`config.mk`:
```
export PLATFORM = sky130hd
export DESIGN_NAME = srad_decoder
export DESIGN_NICKNAME = d
export VERILOG_FILES = /design/src/srad_pkg.sv /design/src/srad_crc8.sv /design/src/srad_decoder.sv
export SDC_FILE = /design/constraint.sdc
export NUM_CORES = 1
export LEC_CHECK = 0
export ABC_AREA = 1
export BUFFER_PORTS_ARGS = -buffer_cell sky130_fd_sc_hd__buf_2
export CAP_MARGIN = 5
export CORE_MARGIN = 1.5
export CORE_UTILIZATION = 55
export CTS_BUF_LIST = sky130_fd_sc_hd__clkbuf_8
export DETAILED_ROUTE_END_ITERATION = 6
export PLACE_DENSITY_LB_ADDON = 0.08
export SLEW_MARGIN = 20
export SYNTH_ARGS = -nofsm -noshare
export SYNTH_HDL_FRONTEND = slang
export SYNTH_SLANG_ARGS = --single-unit
```
`constraint.sdc`:
```
create_clock -name sys_clk -period 2.3 [get_ports sys_clk]
set_input_delay 0.23 -clock sys_clk [delete_from_list [all_inputs] [get_ports sys_clk]]
set_output_delay 0.23 -clock sys_clk [all_outputs]
set_load 0.02 [all_outputs]
```
`src/srad_pkg.sv`:
```
// constants, register map and state encoding for the serial register access decoder
package srad_pkg;

    // ----------------------------------------------------------------
    // frame layout
    // ----------------------------------------------------------------
    localparam int SRAD_FRAME_BITS = 16;
    localparam int SRAD_CRC_BITS = 8;
    localparam int SRAD_DATA_BITS = 12;
    localparam int SRAD_SEL_BITS = 3;
    localparam int SRAD_CNT_BITS = 5;
    localparam int SRAD_WR_POS = 15;
    localparam int SRAD_SEL_HI = 14;
    localparam int SRAD_SEL_LO = 12;
    localparam logic [SRAD_CNT_BITS-1:0] SRAD_CNT_CMD = 5'h10;
    localparam logic [SRAD_CNT_BITS-1:0] SRAD_CNT_CRC = 5'h18;
    localparam logic [SRAD_CNT_BITS-1:0] SRAD_CNT_MAX = 5'h1F;
    localparam logic [SRAD_CNT_BITS-1:0] SRAD_CNT_ZERO = 5'h00;
    localparam logic [SRAD_CNT_BITS-1:0] SRAD_CNT_ONE = 5'h01;

    // ----------------------------------------------------------------
    // register select codes and reset values
    // ----------------------------------------------------------------
    localparam logic [SRAD_SEL_BITS-1:0] SRAD_SEL_CFG1 = 3'h1;
    localparam logic [SRAD_SEL_BITS-1:0] SRAD_SEL_CFG2 = 3'h2;
    localparam logic [SRAD_SEL_BITS-1:0] SRAD_SEL_STAT = 3'h3;
    localparam logic [SRAD_SEL_BITS-1:0] SRAD_SEL_LOW = 3'h4;
    localparam logic [SRAD_SEL_BITS-1:0] SRAD_SEL_HIGH = 3'h5;
    localparam logic [SRAD_DATA_BITS-1:0] SRAD_RST_CFG1 = 12'h000;
    localparam logic [SRAD_DATA_BITS-1:0] SRAD_RST_CFG2 = 12'h000;
    localparam logic [SRAD_DATA_BITS-1:0] SRAD_RST_LOW = 12'h800;
    localparam logic [SRAD_DATA_BITS-1:0] SRAD_RST_HIGH = 12'h7FF;
    localparam logic [SRAD_DATA_BITS-1:0] SRAD_RST_STAT = 12'h000;
    localparam int SRAD_CRCW_POS = 5;

    // ----------------------------------------------------------------
    // checksum polynomial x^8 + x^2 + x + 1 without its top term
    // ----------------------------------------------------------------
    localparam logic [SRAD_CRC_BITS-1:0] SRAD_CRC_POLY = 8'h07;
    localparam logic [SRAD_CRC_BITS-1:0] SRAD_CRC_INIT = 8'h00;

    // ----------------------------------------------------------------
    // frame sequencer states
    // ----------------------------------------------------------------
    typedef enum logic [2:0] {
        SRAD_IDLE = 3'b001,
        SRAD_FRAME = 3'b010,
        SRAD_EXEC = 3'b100
    } srad_state_t;

endpackage

```
`src/srad_crc8.sv`:
```
// bit-serial checksum over the command word, most significant bit first
`timescale 1ns/100ps
`default_nettype none
module srad_crc8
    import srad_pkg::*;
#(
    parameter int WIDTH = SRAD_CRC_BITS
) (
    input wire logic sys_clk,
    input wire logic nrst,
    input wire logic clr,
    input wire logic en,
    input wire logic bit_in,
    output logic [WIDTH-1:0] crc_q
);
    logic [WIDTH-1:0] crc_d;

    // shift one bit through the divider
    always_comb begin
        crc_d = crc_q;
        if (clr) begin
            crc_d = SRAD_CRC_INIT;
        end else if (en) begin
            crc_d = {crc_q[WIDTH-2:0], 1'b0} ^ ((crc_q[WIDTH-1] ^ bit_in) ? SRAD_CRC_POLY
                                                                          : SRAD_CRC_INIT);
        end
    end

    // register the remainder
    always_ff @(posedge sys_clk) begin
        if (!nrst) begin
            crc_q <= SRAD_CRC_INIT;
        end else begin
            crc_q <= crc_d;
        end
    end
endmodule
`default_nettype wire

```
`src/srad_decoder.sv`:
```
// serial command frame decoder and configuration register bank
`timescale 1ns/100ps
`default_nettype none
module srad_decoder
    import srad_pkg::*;
(
    input wire logic sys_clk,
    input wire logic nrst,
    input wire logic sclk,
    input wire logic cs_n,
    input wire logic serial_input,
    input wire logic [SRAD_FRAME_BITS-1:0] conversion_word,
    input wire logic [SRAD_DATA_BITS-1:0] limit_flags_in,
    output logic primary_serial_output,
    output logic [SRAD_DATA_BITS-1:0] config_primary_q,
    output logic [SRAD_DATA_BITS-1:0] config_secondary_q,
    output logic [SRAD_DATA_BITS-1:0] limit_flags_status_q,
    output logic [SRAD_DATA_BITS-1:0] lower_limit_threshold_q,
    output logic [SRAD_DATA_BITS-1:0] upper_limit_threshold_q
);
    // ----------------------------------------------------------------
    // state
    // ----------------------------------------------------------------
    srad_state_t state_q, state_d;
    logic sclk_q, sclk_rise, sclk_fall;
    logic [SRAD_CNT_BITS-1:0] cnt_q, cnt_d;
    logic [SRAD_FRAME_BITS-1:0] cmd_q, cmd_d, shout_q, shout_d;
    logic [SRAD_CRC_BITS-1:0] crc_rx_q, crc_rx_d, crc_calc;
    logic sdo_d, pend_q, pend_d;
    logic [SRAD_SEL_BITS-1:0] pend_sel_q, pend_sel_d;
    logic [SRAD_DATA_BITS-1:0] cfg1_d, cfg2_d, low_d, high_d;
    logic crc_clr, crc_en;
    logic wr_flag;
    logic [SRAD_SEL_BITS-1:0] sel;
    logic [SRAD_DATA_BITS-1:0] data;
    logic len_cmd, len_crc, crc_good, crc_need, wr_ok, sel_readable;
    logic [SRAD_FRAME_BITS-1:0] readback;

    // edge detect on the sampled serial clock
    assign sclk_rise = sclk & ~sclk_q;
    assign sclk_fall = ~sclk & sclk_q;

    // command field decode
    assign wr_flag = cmd_q[SRAD_WR_POS];
    assign sel = cmd_q[SRAD_SEL_HI:SRAD_SEL_LO];
    assign data = cmd_q[SRAD_DATA_BITS-1:0];
    assign len_cmd = (cnt_q == SRAD_CNT_CMD);
    assign len_crc = (cnt_q == SRAD_CNT_CRC);
    assign crc_good = len_crc && (crc_rx_q == crc_calc);
    // checksum demanded once enabled, and also to switch it on
    assign crc_need = config_primary_q[SRAD_CRCW_POS]
                      || (sel == SRAD_SEL_CFG1 && data[SRAD_CRCW_POS]);
    assign wr_ok = wr_flag && (crc_need ? crc_good : (len_cmd || crc_good));
    // every mapped register can be read back; none is write-only
    assign sel_readable = (sel >= SRAD_SEL_CFG1) && (sel <= SRAD_SEL_HIGH);

    // readback word for a queued read
    always_comb begin
        case (pend_sel_q)
            SRAD_SEL_CFG1: readback = {1'b0, pend_sel_q, config_primary_q};
            SRAD_SEL_CFG2: readback = {1'b0, pend_sel_q, config_secondary_q};
            SRAD_SEL_STAT: readback = {1'b0, pend_sel_q, limit_flags_status_q};
            SRAD_SEL_LOW: readback = {1'b0, pend_sel_q, lower_limit_threshold_q};
            SRAD_SEL_HIGH: readback = {1'b0, pend_sel_q, upper_limit_threshold_q};
            default: readback = conversion_word;
        endcase
    end

    // ----------------------------------------------------------------
    // next-state logic: framing, shifting, decode and register update
    // ----------------------------------------------------------------
    always_comb begin
        state_d = state_q;
        cnt_d = cnt_q;
        cmd_d = cmd_q;
        crc_rx_d = crc_rx_q;
        shout_d = shout_q;
        sdo_d = primary_serial_output;
        pend_d = pend_q;
        pend_sel_d = pend_sel_q;
        cfg1_d = config_primary_q;
        cfg2_d = config_secondary_q;
        low_d = lower_limit_threshold_q;
        high_d = upper_limit_threshold_q;
        crc_clr = 1'b0;
        crc_en = 1'b0;
        case (state_q)
            SRAD_IDLE: begin
                if (!cs_n) begin
                    // load the answer: queued register or conversion result
                    shout_d = pend_q ? {readback[SRAD_FRAME_BITS-2:0], 1'b0}
                                     : {conversion_word[SRAD_FRAME_BITS-2:0], 1'b0};
                    sdo_d = pend_q ? readback[SRAD_FRAME_BITS-1]
                                   : conversion_word[SRAD_FRAME_BITS-1];
                    pend_d = 1'b0;
                    cnt_d = SRAD_CNT_ZERO;
                    crc_clr = 1'b1;
                    state_d = SRAD_FRAME;
                end
            end
            SRAD_FRAME: begin
                if (cs_n) begin
                    state_d = SRAD_EXEC;
                end else begin
                    if (sclk_rise) begin
                        if (cnt_q < SRAD_CNT_CMD) begin
                            cmd_d = {cmd_q[SRAD_FRAME_BITS-2:0], serial_input};
                            crc_en = 1'b1;
                        end else if (cnt_q < SRAD_CNT_CRC) begin
                            crc_rx_d = {crc_rx_q[SRAD_CRC_BITS-2:0], serial_input};
                        end
                        if (cnt_q != SRAD_CNT_MAX) begin
                            cnt_d = cnt_q + SRAD_CNT_ONE;
                        end
                    end
                    if (sclk_fall) begin
                        sdo_d = shout_q[SRAD_FRAME_BITS-1];
                        shout_d = {shout_q[SRAD_FRAME_BITS-2:0], 1'b0};
                    end
                end
            end
            SRAD_EXEC: begin
                state_d = SRAD_IDLE;
                if (wr_ok) begin
                    case (sel)
                        SRAD_SEL_CFG1: cfg1_d = data;
                        SRAD_SEL_CFG2: cfg2_d = data;
                        SRAD_SEL_LOW: low_d = data;
                        SRAD_SEL_HIGH: high_d = data;
                        default: ; // status and unlisted codes ignored
                    endcase
                end else if (!wr_flag && (len_cmd || len_crc)) begin
                    pend_d = sel_readable;
                    pend_sel_d = sel;
                end
            end
            default: state_d = SRAD_IDLE;
        endcase
    end

    // register everything; status follows the comparator flags only
    always_ff @(posedge sys_clk) begin
        if (!nrst) begin
            state_q <= SRAD_IDLE;
            sclk_q <= 1'b0;
            cnt_q <= SRAD_CNT_ZERO;
            cmd_q <= '0;
            crc_rx_q <= SRAD_CRC_INIT;
            shout_q <= '0;
            primary_serial_output <= 1'b0;
            pend_q <= 1'b0;
            pend_sel_q <= '0;
            config_primary_q <= SRAD_RST_CFG1;
            config_secondary_q <= SRAD_RST_CFG2;
            limit_flags_status_q <= SRAD_RST_STAT;
            lower_limit_threshold_q <= SRAD_RST_LOW;
            upper_limit_threshold_q <= SRAD_RST_HIGH;
        end else begin
            state_q <= state_d;
            sclk_q <= sclk;
            cnt_q <= cnt_d;
            cmd_q <= cmd_d;
            crc_rx_q <= crc_rx_d;
            shout_q <= shout_d;
            primary_serial_output <= sdo_d;
            pend_q <= pend_d;
            pend_sel_q <= pend_sel_d;
            config_primary_q <= cfg1_d;
            config_secondary_q <= cfg2_d;
            limit_flags_status_q <= limit_flags_in;
            lower_limit_threshold_q <= low_d;
            upper_limit_threshold_q <= high_d;
        end
    end

    // checksum over the command bits
    srad_crc8 #(.WIDTH(SRAD_CRC_BITS)) u_crc (
        .sys_clk(sys_clk),
        .nrst(nrst),
        .clr(crc_clr),
        .en(crc_en),
        .bit_in(serial_input),
        .crc_q(crc_calc)
    );

    // ----------------------------------------------------------------
    // checks
    // ----------------------------------------------------------------
    a_bit_count: assert property (@(posedge sys_clk) disable iff (!nrst)
        (state_q == SRAD_FRAME && !cs_n && sclk_rise && cnt_q < SRAD_CNT_CMD)
        |=> cnt_q == $past(cnt_q) + SRAD_CNT_ONE)
        else $error("bit counter did not advance");
    a_write_load: assert property (@(posedge sys_clk) disable iff (!nrst)
        (state_q == SRAD_EXEC && len_cmd && wr_flag && sel == SRAD_SEL_CFG2
         && !config_primary_q[SRAD_CRCW_POS])
        |=> config_secondary_q == $past(data))
        else $error("write data not loaded");
    a_read_queue: assert property (@(posedge sys_clk) disable iff (!nrst)
        (state_q == SRAD_EXEC && len_cmd && !wr_flag && sel == SRAD_SEL_LOW)
        |=> pend_q && pend_sel_q == SRAD_SEL_LOW)
        else $error("read not queued");
    a_read_conv: assert property (@(posedge sys_clk) disable iff (!nrst)
        (state_q == SRAD_EXEC && !wr_flag && (sel == 3'h0 || sel > SRAD_SEL_HIGH))
        |=> !pend_q)
        else $error("invalid read queued a register");
    a_ro_write: assert property (@(posedge sys_clk) disable iff (!nrst)
        (state_q == SRAD_EXEC && wr_flag && sel == SRAD_SEL_STAT)
        |=> $stable(config_primary_q) && $stable(config_secondary_q)
            && $stable(lower_limit_threshold_q) && $stable(upper_limit_threshold_q))
        else $error("status write changed a register");
    a_nop_write: assert property (@(posedge sys_clk) disable iff (!nrst)
        (state_q == SRAD_EXEC && wr_flag && (sel == 3'h0 || sel > SRAD_SEL_HIGH))
        |=> $stable(config_primary_q) && $stable(config_secondary_q)
            && $stable(lower_limit_threshold_q) && $stable(upper_limit_threshold_q))
        else $error("unlisted write changed a register");
    a_status_read: assert property (@(posedge sys_clk) disable iff (!nrst)
        (state_q == SRAD_EXEC && len_cmd && !wr_flag && sel == SRAD_SEL_STAT)
        |=> pend_q)
        else $error("status register not readable");
    a_crc_guard: assert property (@(posedge sys_clk) disable iff (!nrst)
        (state_q == SRAD_EXEC && config_primary_q[SRAD_CRCW_POS] && !len_crc)
        |=> $stable(config_primary_q) && $stable(config_secondary_q)
            && $stable(lower_limit_threshold_q) && $stable(upper_limit_threshold_q))
        else $error("unchecked write accepted");
    // queued word goes out top bit first, the rest waits in the shifter in order
    a_msb_first: assert property (@(posedge sys_clk) disable iff (!nrst)
        (state_q == SRAD_IDLE && !cs_n && pend_q)
        |=> {primary_serial_output, shout_q[SRAD_FRAME_BITS-1:1]} == $past(readback))
        else $error("readback msb not first");
endmodule
`default_nettype wire

```
[Word level (Yosys, flattened, before mapping)]
Cells that the tools add are included.
Word-level totals
  flip-flop bits (word level): 122
  output and inout bits: 61
  input bits: 33
Operators by class
  magnitude comparators: 4
  eq/ne operators: 24
  reductions and logical operators: 23
  multiplexer cells: 31
  add/sub/neg operators: 1
  bitwise logic cells: 10
Operators with widths (number)
  $pmux 16 s5: 1
  $mux 16: 4
  $pmux 16 s2: 1
  $mux 5: 4
  $ne 2x2->1 const B: 8
  $eq 3x3->1 const B: 5
  $reduce_and 3->1: 5
  $mux 1: 14
  $eq 3x2->1 const B: 4
  $reduce_and 4->1: 3
  $eq 5x5->1 const B: 2
  $lt 5x5->1 const B: 2
  $pmux 5 s2: 1
  $reduce_and 5->1: 2
  $eq 3x1->1 const B: 3
  $mux 3: 3
  $eq 8x8->1: 1
  $xor 8x8->8: 1
  $not 1->1: 6
  $pmux 3 s2: 1
  $add 5x1->5 const B: 1
  $logic_and 1x1->1: 5
  $ne 5x5->1 const B: 1
  $pmux 1 s2: 2
  9 further kinds: 13

[Depth between registers and ports, before layout]
  depth after elaboration: 7
  depth in mapped cells: 13
  mapped depth without buffers: 12

[Cells and area by module]
From an unflattened synthesis, not the netlist that was laid out.
Second synthesis, totals
  cells, all modules: 823
  area, all modules: 5597.9 µm²
Modules (own cells, without submodules)
  srad_decoder: times used 1, cells each 774, area each 5232.5 µm²
  srad_crc8: times used 1, cells each 49, area each 365.4 µm²

[Worst setup path before layout]
Ideal clock, no wire load.
  path kind: flip-flop to flip-flop
  start point: reg cnt_q[0]
  end point: reg pend_q
  setup time: 122 ps
  data arrival time: 1398 ps
  slack: 780 ps
  cell stages (with the launch flop): 8
  cells stage by stage: dfxtp_1 inv_1 ha_1 nand3_1 nor3_1 o21ai_0 o21ai_0 a21oi_1
On the way
  word-level cells in the longest chain between the ends: 7
  elaborated cells on any way between the ends: 11
  those cells by class: 4 x eq/ne; 1 x mux; 6 x reduce/logical
Ends and longest elaborated chain
  start: declaration: RTL line srad_decoder.sv:26  | logic [SRAD_CNT_BITS-1:0] cnt_q, cnt_d;
  start signal: assignment: RTL line srad_decoder.sv:161  | cnt_q <= cnt_d;
  $eq 5x5->1: RTL line srad_decoder.sv:48  | assign len_crc = (cnt_q == SRAD_CNT_CRC);
  $logic_and 1x1->1: RTL line srad_decoder.sv:49  | assign crc_good = len_crc && (crc_rx_q == crc_calc);
  $logic_or 1x1->1: RTL line srad_decoder.sv:53  | assign wr_ok = wr_flag && (crc_need ? crc_good : (len_cmd || crc_good));
  $mux 1: RTL line srad_decoder.sv:53
  $logic_and 1x1->1: RTL line srad_decoder.sv:53
  $ne 2x2->1 (no source line)
  $reduce_and 4->1 (no source line) *
  end signal: assignment: RTL line srad_decoder.sv:166  | pend_q <= pend_d;
  end: declaration: RTL line srad_decoder.sv:29  | logic sdo_d, pend_q, pend_d;
Mark *: on every way between the ends. The rest lies on a longest branch, timed or not.
A chain may end at the register's enable or synchronous reset.

[Final worst setup path]
  start point: reg cnt_q[0]
  end point: reg upper_limit_threshold_q[5]
On the way
  word-level cells in the longest chain between the ends: 6
  elaborated cells on any way between the ends: 7
  those cells by class: 2 x eq/ne; 1 x mux; 4 x reduce/logical
Ends and longest elaborated chain
  $eq 5x5->1: RTL line srad_decoder.sv:48
  $logic_and 1x1->1: RTL line srad_decoder.sv:49
  $logic_or 1x1->1: RTL line srad_decoder.sv:53
  $mux 1 *: RTL line srad_decoder.sv:53
  $logic_and 1x1->1 *: RTL line srad_decoder.sv:53
  $reduce_and 3->1 (no source line) *
  end signal: assignment: RTL line srad_decoder.sv:172  | upper_limit_threshold_q <= high_d;
  end: declaration: RTL line srad_decoder.sv:19  | output logic [SRAD_DATA_BITS-1:0] upper_limit_threshold_q
Marked as above.

==> flow_summary.yaml <==
hold_path:
  worstHoldStart: "conversion_word[15]"
  min_path_type: "input pin to register"
  hold_end: "primary_serial_output"
  hold_depth: 3
sta:
  slew_viol_final: 0
  worst-slew-pin-transition_ns: 0.676
  slew_headroom_pct: 54.9
  finClkSkew_ns: 0.0127
  timing.fmax_mhz: 504
  setup_violations: 0
  rsz0062_at_grt: "no"
  hold_viol_final: 0
  post-route-period-util_pct: 86.2
  period_needed_ns: 1.98
  setup_tns_ns: 0
  setup_slack_ns: 0.317
  whs_ns: 0.0478
place:
  gp_congestion: 0.884
  placed_cell_area_um2: 6250
  io_buffers: 93
  dp_cells: 1043
  dp.final_hpwl_mm: 11.3
  pre_cts_slack_ns: 0.384
clocking:
  cts.path.max_buffers: 2
  cts-buffers-inserted: 17
  clock-sinks: 121
  clk_latency_ns: 0.46
  cts-root-buf: "clkbuf_8"
  tritoncts: "yes"
  clk_pin_slew_worst_paths_ns: 0.07
  cts.repair.resized: 0
  htree_levels: 4
final_layout:
  fin_nets: 978
  final-instance-count-excl-fill: 1088
  syn_to_final_growth_pct: 19.7
  final_area_um2: 6830
  fin_util_pct: 68.9
  num_antenna_cells: 0
  drive_gt1_share_pct: 15.7
synth:
  synth_largest_area_cell: "dfxtp_1"
  synth_top_cell_area_share_pct: 42.5
  yosysMostFrequentCell: "nand2_1"
  synthArstFlopShare_pct: 0
  yosysWarnings: 0
  synth_edf_count: 0
  synthesis.area_um2: 5700
  yosysUniqueCellTypes: 27
  syn_nets: 880
  synth_seq_cells: 121
  synth-main-ff-cell: "dfxtp_1"
  synth_common_cells: "nand2_1, inv_1, nor2_1"
  yosys-top-cells-area: "dfxtp_1, nand2_1, inv_1"
  syn-instance-count: 844
  ys_seq_area_share_pct: 42.5
  avgSynthCellArea_um2: 6.76
power:
  cellPowerDensity_nw_per_um2: 674
  ir_drop_uv: 478
  p_total_mw: 4.60
  leakagePower_nw: 3.28
worst_setup_path:
  path_delay_family: "simple AND/OR/NAND/NOR gates"
  reg2reg_from: "cnt_q[0]"
  r2r_slack_ns: 0.32
  required_ns: 2.63
  setup.worst_path.class: "register to register"
  rr_worst_depth: 11
  cp_slowest_stage_delay_ns: 0.42
  timing.critical_path.from_type: "register"
  cp-end-kind: "register"
  path_buf_inv: 1
  slowest_stage: "nand3_1"
  crit_path_max_fanout: 12
  crit_chain: "inv_1 > ha_1 > nand2_1 > nor2_1 > nand3_1 > nor2_1 > nand2_1 > nand2_2 > nand3_1 > nand2_1 > nand3_1"
  crit_arrival_ns: 2.31
  r2r-end: "upper_limit_threshold_q[5]"
floorplanning:
  io_pins: 94
  start_util_pct: 57.6
  rows: 36
  dieArea_um2: 11000
  die_h_um: 105
  die_w_um: 105
  core-area_um2: 9910
outcome:
  status: "complete, no violations"
routing:
  ant_nets: 0
  viasPerCell: 5.26
  wl_met2_mm: 7.20
  wl_met3_mm: 1.33
  vias: 5728
  top_layer_used: "met4"
  drcViolationCount: 0
  firstDrtPassIters: 6
  drtIter0Drc: 465
  routed_wl_mm: 16.2
  wl_per_cell_um: 14.9
  routedLengthMet1_mm: 7.32
global_routing:
  grt_overflow: 0
  grt_pass1_vias: 5299
  grt_use_total_pct: 30.2
  antenna_found_initial: 0
  grt_pass1_wl_mm: 26.1
  grt_max_degree: 71
flow_run:
  drv_cap: 0
repair_timing:
| action | CTS | global route |
|---|---|---|
| buffers inserted | 0 | 0 |
| endpoints found under the hold margin | 13 | 0 |
| hold buffers | 13 | 0 |
per-layer routing:
metal  up-vias  global-route usage, %
li1       2880                      -
met1      2582                   40.7
met2       230                   46.1
met3        36                   7.24
met4         0                   12.5
met5         -                      0
worst max path at each step:
stage | cells after the start | endpoint | from | slack, ns
global route | 8 | shout_q[8] | pend_sel_q[1] | 0.11
floorplan | 7 | pend_q | cnt_q[0] | 0.78
detailed placement | 11 | upper_limit_threshold_q[5] | cnt_q[0] | 0.38
global placement | 11 | upper_limit_threshold_q[0] | cnt_q[0] | 0.43
CTS | 11 | upper_limit_threshold_q[5] | cnt_q[0] | 0.35
finish | 11 | upper_limit_threshold_q[5] | cnt_q[0] | 0.32
cell type report:
class | instances | area, µm²
flip-flops and latches | 121 | 2420
fillers | 899 | 3080
inverters | 141 | 529
repair buffers | 121 | 721
clock buffers | 21 | 289
well taps | 133 | 166
multi-input cells | 540 | 2550
clock inverters | 11 | 153
flip-flops by register name, indices dropped and copies added, names as in the netlist, 12 cells and up:
| register | flops |
|---|---|
| config_secondary_q | 12 |
| config_primary_q | 12 |
| cmd_q | 16 |
| lower_limit_threshold_q | 12 |
| shout_q | 15 |
| limit_flags_status_q | 12 |
| upper_limit_threshold_q | 12 |
logic make-up after synthesis:
logic type | after synthesis | share of synthesized area (%)
AO/OA/AOI/OAI | 125 | 11.5
XOR/XNOR | 10 | 1.54
adder cells (fa/ha/maj) | 3 | 0.658
buffers and inverters | 183 | 12.9
flip-flops | 121 | 42.5
AND/OR/NAND/NOR | 402 | 31.0
tightest hold or removal path, cell delays in order:
cell and delay (ns):
buf_2 0.09, nand3_1 0.07, a21oi_1 0.06
cells in the final DEF (no fill, tap or decap), types with 2 or more instances in the layout:
master,count
dlygate4sd3_1,13
nand2_2,2
xnor2_1,9
inv_1,139
ha_1,3
buf_4,14
o211ai_1,4
nand2_1,152
buf_2,93
bufinv_16,4
o21ai_0,49
clkbuf_8,21
nor2_1,132
nand4_1,53
clkinv_2,2
inv_2,6
nor2_2,2
nor3_1,9
nand3_1,48
a211oi_1,4
a21oi_1,59
dfxtp_1,121
o22ai_1,7
o21ai_1,2
power by group:
| group | switching [mW] | internal, mW | total, mW |
|---|---|---|---|
| Clock | 0.841 | 1.28 | 2.12 |
| Combinational | 0.194 | 0.115 | 0.309 |
| Sequential | 0.0309 | 2.15 | 2.18 |
Note: power is estimated with default switching activity, not from simulation.
